[src/design/rcc_pkg.sv]
/*
 Constants, tables and carrier types of the repeater configuration control.
 Assumes a 32-bit AHB-Lite register bus and four-level pins digitised
 into three-bit thermometer codes by the pad comparators.
*/
package rcc_pkg;
   localparam int LANES = 8;
   localparam int LW    = 14;
   localparam int CW    = 9;

   // Byte offsets; lane n sits at LANE0 + 4*n
   localparam logic [7:0] OFF_LANE0 = 8'h00;
   localparam logic [7:0] OFF_CTRL  = 8'h20;
   localparam logic [7:0] OFF_STAT  = 8'h24;

   typedef enum logic [1:0] {SRC_PIN, SRC_SLAVE, SRC_EEPROM} src_t;
   typedef enum logic [1:0] {RATE_GEN12, RATE_GEN3, RATE_AUTO} rate_t;
   typedef enum logic [1:0] {LV_LOW, LV_RES, LV_OPEN, LV_HIGH} level_t;
   typedef enum logic [1:0] {AK_LANE, AK_CTRL, AK_STAT, AK_NONE} akind_t;

   typedef struct packed {
      logic       term_dis;
      logic [1:0] dem;
      logic [2:0] swing;
      logic [7:0] eq;
   } lane_cfg_t;

   typedef struct packed {
      logic       load_done;
      logic       idle_ovr;
      logic [1:0] idle_th;
      logic       term_ovr;
      logic       term_auto;
      logic       rate_ovr;
      logic [1:0] rate;
   } ctrl_t;

   localparam lane_cfg_t LANE_RST = '0;
   localparam ctrl_t     CTRL_RST = '0;

   // Pin-mode tables indexed by {level1, level0}, entry 15 first
   localparam logic [15:0][7:0] EQ_TAB = {
      8'hff, 8'hbf, 8'h7f, 8'haa, 8'h3f, 8'h2f, 8'h1f, 8'h55,
      8'h0f, 8'h0b, 8'h15, 8'h07, 8'h03, 8'h02, 8'h01, 8'h00};
   // Swing code 0..5 for 0.8 V .. 1.3 V
   localparam logic [15:0][2:0] SWING_TAB = {
      3'h5, 3'h5, 3'h5, 3'h5, 3'h4, 3'h4, 3'h4, 3'h3,
      3'h3, 3'h3, 3'h2, 3'h2, 3'h2, 3'h1, 3'h1, 3'h0};
   // De-emphasis code 0..3 for 0, -3.5, -6, -9 dB
   localparam logic [15:0][1:0] DEM_TAB = {
      2'h3, 2'h2, 2'h1, 2'h0, 2'h2, 2'h1, 2'h0, 2'h2,
      2'h1, 2'h0, 2'h2, 2'h1, 2'h0, 2'h1, 2'h0, 2'h0};
endpackage : rcc_pkg

[src/design/lane_store.sv]
/*
 Per-lane configuration word store with a registered read port.
 Assumes one writer on hclk; clr wipes every word synchronously.
*/
`timescale 1ns/100ps
module lane_store #(
   parameter int WORDS = 8,
   parameter int W     = 14,
   parameter int AW    = 3
) (
   input  wire logic                     clk,
   input  wire logic                     rst_n,
   input  wire logic                     clr,
   input  wire logic                     we,
   input  wire logic [AW-1:0]            waddr,
   input  wire logic [W-1:0]             wdata,
   input  wire logic [AW-1:0]            raddr,
   output logic      [W-1:0]             rdata_q,
   output logic      [WORDS-1:0][W-1:0]  mem_q
);
   always_ff @(posedge clk or negedge rst_n) begin
      if (!rst_n) begin
         mem_q <= '0;
      end else if (clr) begin
         mem_q <= '0;
      end else if (we) begin
         mem_q[waddr] <= wdata;
      end
   end

   always_ff @(posedge clk or negedge rst_n) begin
      if (!rst_n) begin
         rdata_q <= '0;
      end else begin
         rdata_q <= mem_q[raddr];
      end
   end
endmodule : lane_store

[src/design/repeater_config_control.sv]
/*
 Configuration control of an eight-lane repeater: picks pin straps,
 bus-written registers or EEPROM-loaded registers as the source of
 equalization, swing, de-emphasis, termination and rate settings.
 Assumes one AHB-Lite master, pins digitised to thermometer codes
 (3'b000 low, 001 resistor, 011 open, 111 high) in another domain.
*/
`timescale 1ns/100ps
// How it works
// - Select strap picks pins when low, bus slave when high, EEPROM when open.
// - Pin mode takes boost and emphasis per side, A and B separately.
// - Pin mode sets swing from the same strap pair as de-emphasis.
// - Far termination strap selects automatic or manual termination control.
// - Rate strap selects first/second generation, automatic detect, or third generation.
// - Register modes program swing, boost, emphasis, termination disable per lane.
// - Raising the select strap high hands control to registers at once; open waits for the EEPROM load to be done.
// - In register modes boost and emphasis pins form the four-bit bus address.
// - Rate, termination, threshold pins obey unless register override bit is set.
// - Registers return to defaults at reset and while the strap is low.
// - Power down with strap high leaves register contents untouched.
// - Each lane holds an eight-bit boost value, 256 settings via registers.
// - Pin mode offers sixteen boost settings from two four-level pins.
// - Each four-level pin decodes to low, resistor, open or high.
// - Non-zero de-emphasis only applies in third generation rate mode.
module repeater_config_control #(
   parameter int LANES = rcc_pkg::LANES
) (
   input  wire logic                         hclk,
   input  wire logic                         hresetn,
   input  wire logic                         hsel,
   input  wire logic [31:0]                  haddr,
   input  wire logic [1:0]                   htrans,
   input  wire logic                         hwrite,
   input  wire logic [2:0]                   hsize,
   input  wire logic [31:0]                  hwdata,
   input  wire logic                         hready,
   output logic                              hreadyout,
   output logic      [31:0]                  hrdata,
   output logic                              hresp,
   input  wire logic [2:0]                   config_source_strap,
   input  wire logic [11:0]                  boost_select_pins,
   input  wire logic [11:0]                  emphasis_select_pins,
   input  wire logic                         far_termination_pin,
   input  wire logic [2:0]                   rate_mode_pin,
   input  wire logic [2:0]                   idle_threshold_pin,
   input  wire logic                         power_down_input,
   output rcc_pkg::lane_cfg_t [LANES-1:0]    lane_cfg_q,
   output rcc_pkg::rate_t                    rate_mode_q,
   output logic                              term_auto_q,
   output logic      [1:0]                   idle_th_q,
   output logic      [3:0]                   bus_address_straps,
   output rcc_pkg::src_t                     config_source_q,
   output logic                              power_down_q
);
   localparam int SW = 36;

   // Thermometer code to level; bubbles decode by their count of set bits (one is resistor, two is open)
   function automatic rcc_pkg::level_t decode4(input logic [2:0] t);
      rcc_pkg::level_t lv;
      lv = rcc_pkg::LV_LOW;
      case (t)
         3'h0: lv = rcc_pkg::LV_LOW;
         3'h1: lv = rcc_pkg::LV_RES;
         3'h3: lv = rcc_pkg::LV_OPEN;
         3'h7: lv = rcc_pkg::LV_HIGH;
         3'h2: lv = rcc_pkg::LV_RES;
         3'h4: lv = rcc_pkg::LV_RES;
         default: lv = rcc_pkg::LV_OPEN;
      endcase
      return lv;
   endfunction : decode4

   function automatic rcc_pkg::akind_t addr_kind(input logic [31:0] a);
      rcc_pkg::akind_t k;
      k = rcc_pkg::AK_NONE;
      if (a[31:8] != 24'h0 || a[1:0] != 2'h0) begin
         k = rcc_pkg::AK_NONE;
      end else if (a[7:0] == rcc_pkg::OFF_CTRL) begin
         k = rcc_pkg::AK_CTRL;
      end else if (a[7:0] == rcc_pkg::OFF_STAT) begin
         k = rcc_pkg::AK_STAT;
      end else if (a[7:0] >= rcc_pkg::OFF_LANE0 &&
                   a[7:0] < rcc_pkg::OFF_LANE0 + 8'(4 * LANES)) begin
         k = rcc_pkg::AK_LANE;
      end
      return k;
   endfunction : addr_kind

   // Two-flop synchronisers for every pin
   wire logic [SW-1:0] pins_raw = {config_source_strap, boost_select_pins,
                                   emphasis_select_pins, far_termination_pin,
                                   rate_mode_pin, idle_threshold_pin,
                                   power_down_input, 1'b0};
   logic [SW-1:0] sync1_q;
   logic [SW-1:0] sync2_q;

   always_ff @(posedge hclk or negedge hresetn) begin
      if (!hresetn) begin
         sync1_q <= '0;
         sync2_q <= '0;
      end else begin
         sync1_q <= pins_raw;
         sync2_q <= sync1_q;
      end
   end

   wire logic [2:0]  s_src   = sync2_q[35:33];
   wire logic [11:0] s_boost = sync2_q[32:21];
   wire logic [11:0] s_emph  = sync2_q[20:9];
   wire logic        s_term  = sync2_q[8];
   wire logic [2:0]  s_rate  = sync2_q[7:5];
   wire logic [2:0]  s_idle  = sync2_q[4:2];
   wire logic        s_pdn   = sync2_q[1];

   // Source selection
   wire rcc_pkg::level_t src_lv = decode4(s_src);
   rcc_pkg::src_t src;
   always_comb begin
      case (src_lv)
         rcc_pkg::LV_HIGH: src = rcc_pkg::SRC_SLAVE;
         rcc_pkg::LV_OPEN: src = rcc_pkg::SRC_EEPROM;
         default:          src = rcc_pkg::SRC_PIN;
      endcase
   end

   wire logic pin_mode = (src == rcc_pkg::SRC_PIN);
   // Power down is deliberately absent from the clear term
   wire logic regs_clr = pin_mode;

   // Bus address phase
   wire logic            take   = hsel && hready && htrans[1];
   wire rcc_pkg::akind_t a_kind = addr_kind(haddr);

   logic                  wr_pend_q;
   rcc_pkg::akind_t       wr_kind_q;
   logic [2:0]            wr_idx_q;
   logic                  rd1_q;
   logic                  rd2_q;
   rcc_pkg::akind_t       rd_kind_q;
   logic [2:0]            rd_idx_q;
   rcc_pkg::ctrl_t        ctrl_q;
   logic [rcc_pkg::LW-1:0]            lane_rd;
   logic [LANES-1:0][rcc_pkg::LW-1:0] lane_mem;

   always_ff @(posedge hclk or negedge hresetn) begin
      if (!hresetn) begin
         wr_pend_q <= 1'b0;
         wr_kind_q <= rcc_pkg::AK_NONE;
         wr_idx_q  <= 3'h0;
         rd1_q     <= 1'b0;
         rd2_q     <= 1'b0;
         rd_kind_q <= rcc_pkg::AK_NONE;
         rd_idx_q  <= 3'h0;
      end else begin
         wr_pend_q <= take && hwrite;
         rd1_q     <= take && !hwrite;
         rd2_q     <= rd1_q;
         if (take && hwrite) begin
            wr_kind_q <= a_kind;
            wr_idx_q  <= haddr[4:2];
         end
         if (take && !hwrite) begin
            rd_kind_q <= a_kind;
            rd_idx_q  <= haddr[4:2];
         end
      end
   end

   // Writes land in the data phase; ignored while the pins rule
   wire logic lane_we = wr_pend_q && !pin_mode && wr_kind_q == rcc_pkg::AK_LANE;
   wire logic ctrl_we = wr_pend_q && !pin_mode && wr_kind_q == rcc_pkg::AK_CTRL;

   lane_store #(
      .WORDS (LANES),
      .W     (rcc_pkg::LW),
      .AW    (3)
   ) u_lanes (
      .clk     (hclk),
      .rst_n   (hresetn),
      .clr     (regs_clr),
      .we      (lane_we),
      .waddr   (wr_idx_q),
      .wdata   (hwdata[rcc_pkg::LW-1:0]),
      .raddr   (rd_idx_q),
      .rdata_q (lane_rd),
      .mem_q   (lane_mem)
   );

   always_ff @(posedge hclk or negedge hresetn) begin
      if (!hresetn) begin
         ctrl_q <= rcc_pkg::CTRL_RST;
      end else if (regs_clr) begin
         ctrl_q <= rcc_pkg::CTRL_RST;
      end else if (ctrl_we) begin
         ctrl_q <= rcc_pkg::ctrl_t'(hwdata[rcc_pkg::CW-1:0]);
      end
   end

   // Register path live in slave mode, or once the EEPROM load is done
   wire logic regs_live = (src == rcc_pkg::SRC_SLAVE) ||
                          (src == rcc_pkg::SRC_EEPROM && ctrl_q.load_done);

   // Global settings: pins obey until their override bit is set
   wire rcc_pkg::level_t rate_lv = decode4(s_rate);
   rcc_pkg::rate_t pin_rate;
   always_comb begin
      case (rate_lv)
         rcc_pkg::LV_LOW:  pin_rate = rcc_pkg::RATE_GEN12;
         rcc_pkg::LV_HIGH: pin_rate = rcc_pkg::RATE_GEN3;
         default:          pin_rate = rcc_pkg::RATE_AUTO;
      endcase
   end

   wire logic ovr_ok = !pin_mode;
   wire rcc_pkg::rate_t rate_d = (ovr_ok && ctrl_q.rate_ovr) ?
                                 rcc_pkg::rate_t'(ctrl_q.rate) : pin_rate;
   wire logic term_d = (ovr_ok && ctrl_q.term_ovr) ?
                       ctrl_q.term_auto : s_term;
   wire logic [1:0] idle_d = (ovr_ok && ctrl_q.idle_ovr) ?
                             ctrl_q.idle_th : 2'(decode4(s_idle));
   wire logic gen3 = (rate_d == rcc_pkg::RATE_GEN3);

   // Pin-mode settings per side: A drives the low half, B the high half
   wire rcc_pkg::level_t eq_a1 = decode4(s_boost[11:9]);
   wire rcc_pkg::level_t eq_a0 = decode4(s_boost[8:6]);
   wire rcc_pkg::level_t eq_b1 = decode4(s_boost[5:3]);
   wire rcc_pkg::level_t eq_b0 = decode4(s_boost[2:0]);
   wire rcc_pkg::level_t dm_a1 = decode4(s_emph[11:9]);
   wire rcc_pkg::level_t dm_a0 = decode4(s_emph[8:6]);
   wire rcc_pkg::level_t dm_b1 = decode4(s_emph[5:3]);
   wire rcc_pkg::level_t dm_b0 = decode4(s_emph[2:0]);

   wire logic [3:0] eq_ia = {eq_a1, eq_a0};
   wire logic [3:0] eq_ib = {eq_b1, eq_b0};
   wire logic [3:0] dm_ia = {dm_a1, dm_a0};
   wire logic [3:0] dm_ib = {dm_b1, dm_b0};

   rcc_pkg::lane_cfg_t pin_a;
   rcc_pkg::lane_cfg_t pin_b;
   always_comb begin
      pin_a.term_dis = 1'b0;
      pin_a.eq       = rcc_pkg::EQ_TAB[eq_ia];
      pin_a.swing    = rcc_pkg::SWING_TAB[dm_ia];
      pin_a.dem      = rcc_pkg::DEM_TAB[dm_ia];
      pin_b.term_dis = 1'b0;
      pin_b.eq       = rcc_pkg::EQ_TAB[eq_ib];
      pin_b.swing    = rcc_pkg::SWING_TAB[dm_ib];
      pin_b.dem      = rcc_pkg::DEM_TAB[dm_ib];
   end

   // Per-lane output selection
   rcc_pkg::lane_cfg_t [LANES-1:0] lane_d;
   genvar gi;
   generate
      for (gi = 0; gi < LANES; gi++) begin : g_lane
         rcc_pkg::lane_cfg_t base;
         always_comb begin
            if (regs_live) begin
               base = rcc_pkg::lane_cfg_t'(lane_mem[gi]);
            end else if (pin_mode) begin
               base = (gi < LANES / 2) ? pin_a : pin_b;
            end else begin
               base = rcc_pkg::LANE_RST;
            end
            lane_d[gi]     = base;
            lane_d[gi].dem = gen3 ? base.dem : 2'h0;
         end
      end
   endgenerate

   // Address straps only mean anything off pin mode
   wire logic [3:0] addr_d = pin_mode ? 4'h0 :
                             {s_emph[7], s_emph[10], s_boost[7], s_boost[10]};

   always_ff @(posedge hclk or negedge hresetn) begin
      if (!hresetn) begin
         lane_cfg_q         <= '0;
         rate_mode_q        <= rcc_pkg::RATE_GEN12;
         term_auto_q        <= 1'b0;
         idle_th_q          <= 2'h0;
         bus_address_straps <= 4'h0;
         config_source_q    <= rcc_pkg::SRC_PIN;
         power_down_q       <= 1'b0;
      end else begin
         lane_cfg_q         <= lane_d;
         rate_mode_q        <= rate_d;
         term_auto_q        <= term_d;
         idle_th_q          <= idle_d;
         bus_address_straps <= addr_d;
         config_source_q    <= src;
         power_down_q       <= s_pdn;
      end
   end

   // Read data: two wait states, the first for the store's read register
   wire logic [31:0] stat_word = {24'h0, 2'(rate_mode_q), regs_live,
                                  power_down_q, 2'(config_source_q), 2'h0};
   logic [31:0] rd_word;
   always_comb begin
      case (rd_kind_q)
         rcc_pkg::AK_LANE: rd_word = {{(32 - rcc_pkg::LW){1'b0}}, lane_rd};
         rcc_pkg::AK_CTRL: rd_word = {{(32 - rcc_pkg::CW){1'b0}}, ctrl_q};
         rcc_pkg::AK_STAT: rd_word = stat_word;
         default:          rd_word = 32'h0;
      endcase
   end

   always_ff @(posedge hclk or negedge hresetn) begin
      if (!hresetn) begin
         hreadyout <= 1'b1;
         hrdata    <= 32'h0;
         hresp     <= 1'b0;
      end else begin
         hresp <= 1'b0;
         if (take && !hwrite) begin
            hreadyout <= 1'b0;
         end else if (rd2_q) begin
            hreadyout <= 1'b1;
         end
         if (rd2_q) begin
            hrdata <= rd_word;
         end
      end
   end

   // Size is not checked: only word transfers are in use
   wire logic unused_ok = &{1'b0, hsize, hwdata[31:rcc_pkg::LW], sync2_q[0]};
endmodule : repeater_config_control

[config.mk]
export PLATFORM = sky130hd
export DESIGN_NAME = repeater_config_control
export DESIGN_NICKNAME = d
export VERILOG_FILES = /design/src/design/rcc_pkg.sv /design/src/design/lane_store.sv /design/src/design/repeater_config_control.sv
export SDC_FILE = /design/constraint.sdc
export NUM_CORES = 1
export LEC_CHECK = 0
export ABC_AREA = 1
export ABC_CLOCK_PERIOD_IN_PS = 2000
export BUFFER_PORTS_ARGS = -buffer_cell sky130_fd_sc_hd__buf_2
export CORE_MARGIN = 1.5
export CORE_UTILIZATION = 40
export CTS_CLUSTER_DIAMETER = 100
export DETAILED_ROUTE_END_ITERATION = 16
export GPL_ROUTABILITY_DRIVEN = 0
export PLACE_DENSITY_LB_ADDON = 0.25
export SLEW_MARGIN = 20
export SYNTH_ARGS = -nofsm -noshare
export SYNTH_HDL_FRONTEND = slang
export SYNTH_SLANG_ARGS = --single-unit
[constraint.sdc]
create_clock -name hclk -period 2 [get_ports hclk]
set_input_delay 0.1 -clock hclk [delete_from_list [all_inputs] [get_ports hclk]]
set_output_delay 0.1 -clock hclk [all_outputs]
set_load 0.02 [all_outputs]
==> impl_metrics.toml <==
[power]
max-vdd-ir-drop_v = 0.0006047
combPwrFrac = 0.173
intPower_w = 0.01349
total_switching_power_w = 0.005273
p_per_area_nw_per_um2 = 1000
leakagePower_nw = 9.261
seq_power_share = 0.427
power.switching_fraction = 0.2810
clockPowerShare = 0.401

[floorplan]
die_height_um = 190.9
start_util = 0.4080
rows = 68
fp.coreArea_sq_um = 34630
boundaryPins = 267
die_width_um = 190.9
floorplan.die_area_sq_um = 36460

[min_path]
hold_start = "hwdata[12]"
hold-path-cell-count = 4
whs_endpoint = "u_lanes.mem_q[40]"
hold_removal_path_class = "input pin to flip-flop"

[worst_setup_path]
timing.critical_path.from_type = "flip-flop"
timing.setup.critical_path_class = "flip-flop to flip-flop"
regToRegStartpoint = "sync2_q[35]"
endpoint_of_the_lowest_slack_register_to_register_path = "lane_cfg_q[28]"
critPathMaxFanout = 6
reg2reg_slack_ns = -0.08
r2r_cells = 10
worst-endpoint-arrival_ns = 2.45
crit_path_end_kind = "flip-flop"
cp_data_required_time_ns = 2.38

[cells_and_area]
fill_cell_total_of_the_finished_layout = 3071
layout.cell_area.non_filler_sq_um = 18760
layoutNonFillerInstCount = 2300
layout_common_cells = "360 x sky130_fd_sc_hd__nand2_1, 352 x sky130_fd_sc_hd__dfrtp_1, 224 x sky130_fd_sc_hd__buf_2"
count_of_nets_after_finishing = 1936
final_layout_size_suffix_gt1_frac = 0.2569
synthToLayoutAreaGrowth_pct = 32.78
number_of_diodes_added_for_antenna_fixing = 0
layout.cells.most_common = "sky130_fd_sc_hd__nand2_1"

[cts]
numClockSinks = 357
cts_inserted_buffers = 40
max-clock-path-buffers = 3
clk_root_buffer_cell = "sky130_fd_sc_hd__clkbuf_16"
ctsHtreeMaxLevel = 2
cts_tree = "done"
insertion_delay_ns = 0.53
clkTransAtPathRegs_ns = 0.06

[global_route]
grt_pass1_wl_um = 64020
pin_count_of_the_biggest_net_entering_global_routing = 68
via_count_of_the_first_global_routing_pass = 11380
global_route.overflow_total = 0
antenna_found_initial = 0
globalRouteTotalUtil = 0.2300

[logic_synthesis]
synthDistinctLibCells = 36
yosys_warnings = 0
ys_ff_latch = 357
fraction_of_the_yosys_area_taken_by_sequential_cells = 0.6327
synth_area_sq_um = 14130
post_synth_inst_count = 1474
dominantRegCellSynth = "sky130_fd_sc_hd__dfrtp_1"
number_of_enable_type_register_cells_in_the_synthesized_netlist = 0
async_flop_share = 1.000
postSynthAreaPerCell_sq_um = 9.585

[routing]
remaining_drc_errors = 0
avgRoutedWirePerCell_um = 18.00
drt.antenna.violating_nets = 0
via_count = 11520
drt_iter0_drc = 816
vias_per_cell = 5.007
drt-pass1-iter-count = 5
drt-total-wl_um = 41400

[sta]
post-route-worst-setup-slack_ns = -0.07515
final_total_negative_setup_slack_ns = -0.3902
setup_viol = 28
timing_worst_slew_pin_value_ns = 0.7678
max-slew-margin-rel = 0.4863
rsz0062_at_grt = "yes"
finalMaxSlewViolations = 0
fin_crit_ns = 2.075
clock_skew_ns = 0.02092
maxClockFrequency_mhz = 481.9
period_utilization = 1.038
final_hold_fails = 0

[placement]
placedCellCount = 2173
dpl_worst_slack_ns = -0.1847
portBuffers = 225
area_post_placement_sq_um = 16410
hpwl_um = 28900

[run]
maxCapViolations = 0

[status]
status = "complete, but fails checks"
failed_checks = "negative setup slack"
## cell usage after synthesis, drive strengths merged, types with 3 or more instances
cell type	n	area share
clkbuf	28	0.0074
a31oi	4	0.0027
dfrtp	352	0.62
dfstp	5	0.0093
nor2	109	0.032
o22ai	7	0.0031
buf	48	0.021
inv	112	0.030
o211ai	4	0.0021
nand2	381	0.10
or2	3	0.0013
nand3	86	0.030
o21ai	235	0.083
o21bai	3	0.0016
fa	11	0.016
a21oi	64	0.023
nand4	5	0.0022
o21a	11	0.0058
## metal layers
layer | track usage | share of wire | wire (um)
met4 | 0.06572 | 0.033 | 1365
met2 | 0.3853 | 0.48 | 19940
met5 | 0 | 0 | 0
met3 | 0.03598 | 0.068 | 2827
met1 | 0.3089 | 0.42 | 17270
## worst max path at each step
| stage | startpoint | end | slack (ns) | depth (start not counted) |
|---|---|---|---|---|
| floorplan | sync2_q[33] | u_lanes.mem_q[17] | 0.19 | 10 |
| global route | sync2_q[35] | lane_cfg_q[28] | -0.14 | 10 |
| global placement | sync2_q[33] | lane_cfg_q[84] | -0.06 | 9 |
| CTS | sync2_q[35] | lane_cfg_q[75] | -0.05 | 10 |
| detailed placement | sync2_q[33] | lane_cfg_q[28] | -0.18 | 8 |
| finish | sync2_q[35] | lane_cfg_q[28] | -0.08 | 10 |
## registers in the layout, summed over array words and instances (netlist names), 2 cells and up
| register | count |
|---|---|
| sync2_q | 35 |
| config_source_q | 2 |
| rate_mode_q | 2 |
| wr_kind_q | 2 |
| ctrl_q | 9 |
| bus_address_straps | 4 |
| u_lanes.mem_q | 112 |
| rd_kind_q | 2 |
| idle_th_q | 2 |
| rd_idx_q | 3 |
| sync1_q | 35 |
| wr_idx_q | 3 |
| u_lanes.rdata_q | 14 |
| hrdata | 14 |
| lane_cfg_q | 112 |
## stage by stage
step / hold WS [ns] / total power [W] / utilization
2_1_floorplan: -0.1956 / 0.009739 / -
3_3_place_gp: 0.09666 / 0.01110 / 0.4738
3_5_place_dp: 0.09484 / 0.01113 / 0.4738
4_1_cts: 0.003459 / 0.01884 / 0.5325
5_1_grt: 0.02783 / 0.01956 / 0.5418
6_report: 0.02707 / 0.01876 / 0.5418
## power by group through the flow
stage	combinational, W	clock [W]	sequential, W
final	0.00324	0.00752	0.00801
after global routing	0.00351	0.00800	0.00806
after floorplan	0.00130	0	0.00844
after detailed placement	0.00300	0	0.00813
after global placement	0.00296	0	0.00814
after CTS	0.00316	0.00767	0.00801
## cell families (layout without fill, tap and decap cells)
| group | Yosys count | in the layout | synth area share |
|---|---|---|---|
| mux | 1 | 1 | 0.0007970 |
| fa+ha+maj | 11 | 11 | 0.01559 |
| xor+xnor | 1 | 1 | 0.0006200 |
| flops | 357 | 357 | 0.6327 |
| other cells | 1 | 19 | 0.0002654 |
| simple gates | 586 | 586 | 0.1700 |
| buf+inv | 189 | 542 | 0.05845 |
| compound gates | 328 | 328 | 0.1215 |
## layout make-up
class | instances | area [sq um] | area share
multi-input combinational | 946 | 4766 | 0.2540
clock buffer | 58 | 1181 | 0.06296
tap | 455 | 569.3 | 0.03035
clock inverter | 13 | 185.2 | 0.009871
timing repair buffer | 358 | 2673 | 0.1425
sequential | 357 | 8940 | 0.4765
inverter | 113 | 446.7 | 0.02381
## timing repair
action | CTS | global route
pin swaps | 9 | 10
setup endpoints to repair | 198 | 202
buffers inserted | 6 | 5
hold buffers | 46 | 0
cloned | 0 | 1
endpoints found under the hold margin | 197 | 0
gates resized for setup | 60 | 84
## worst max-delay path, cell delays in order (launching register included)
cell	delay [ns]
sky130_fd_sc_hd__dfrtp_1	0.37
sky130_fd_sc_hd__inv_2	0.06
sky130_fd_sc_hd__fa_2	0.58
sky130_fd_sc_hd__inv_2	0.05
sky130_fd_sc_hd__nor2_4	0.07
sky130_fd_sc_hd__nand2_1	0.08
sky130_fd_sc_hd__nand2_4	0.16
sky130_fd_sc_hd__nor2_8	0.06
sky130_fd_sc_hd__buf_12	0.14
sky130_fd_sc_hd__o211ai_1	0.20
sky130_fd_sc_hd__o21ai_1	0.15
Note: power is estimated with default switching activity, not from simulation.
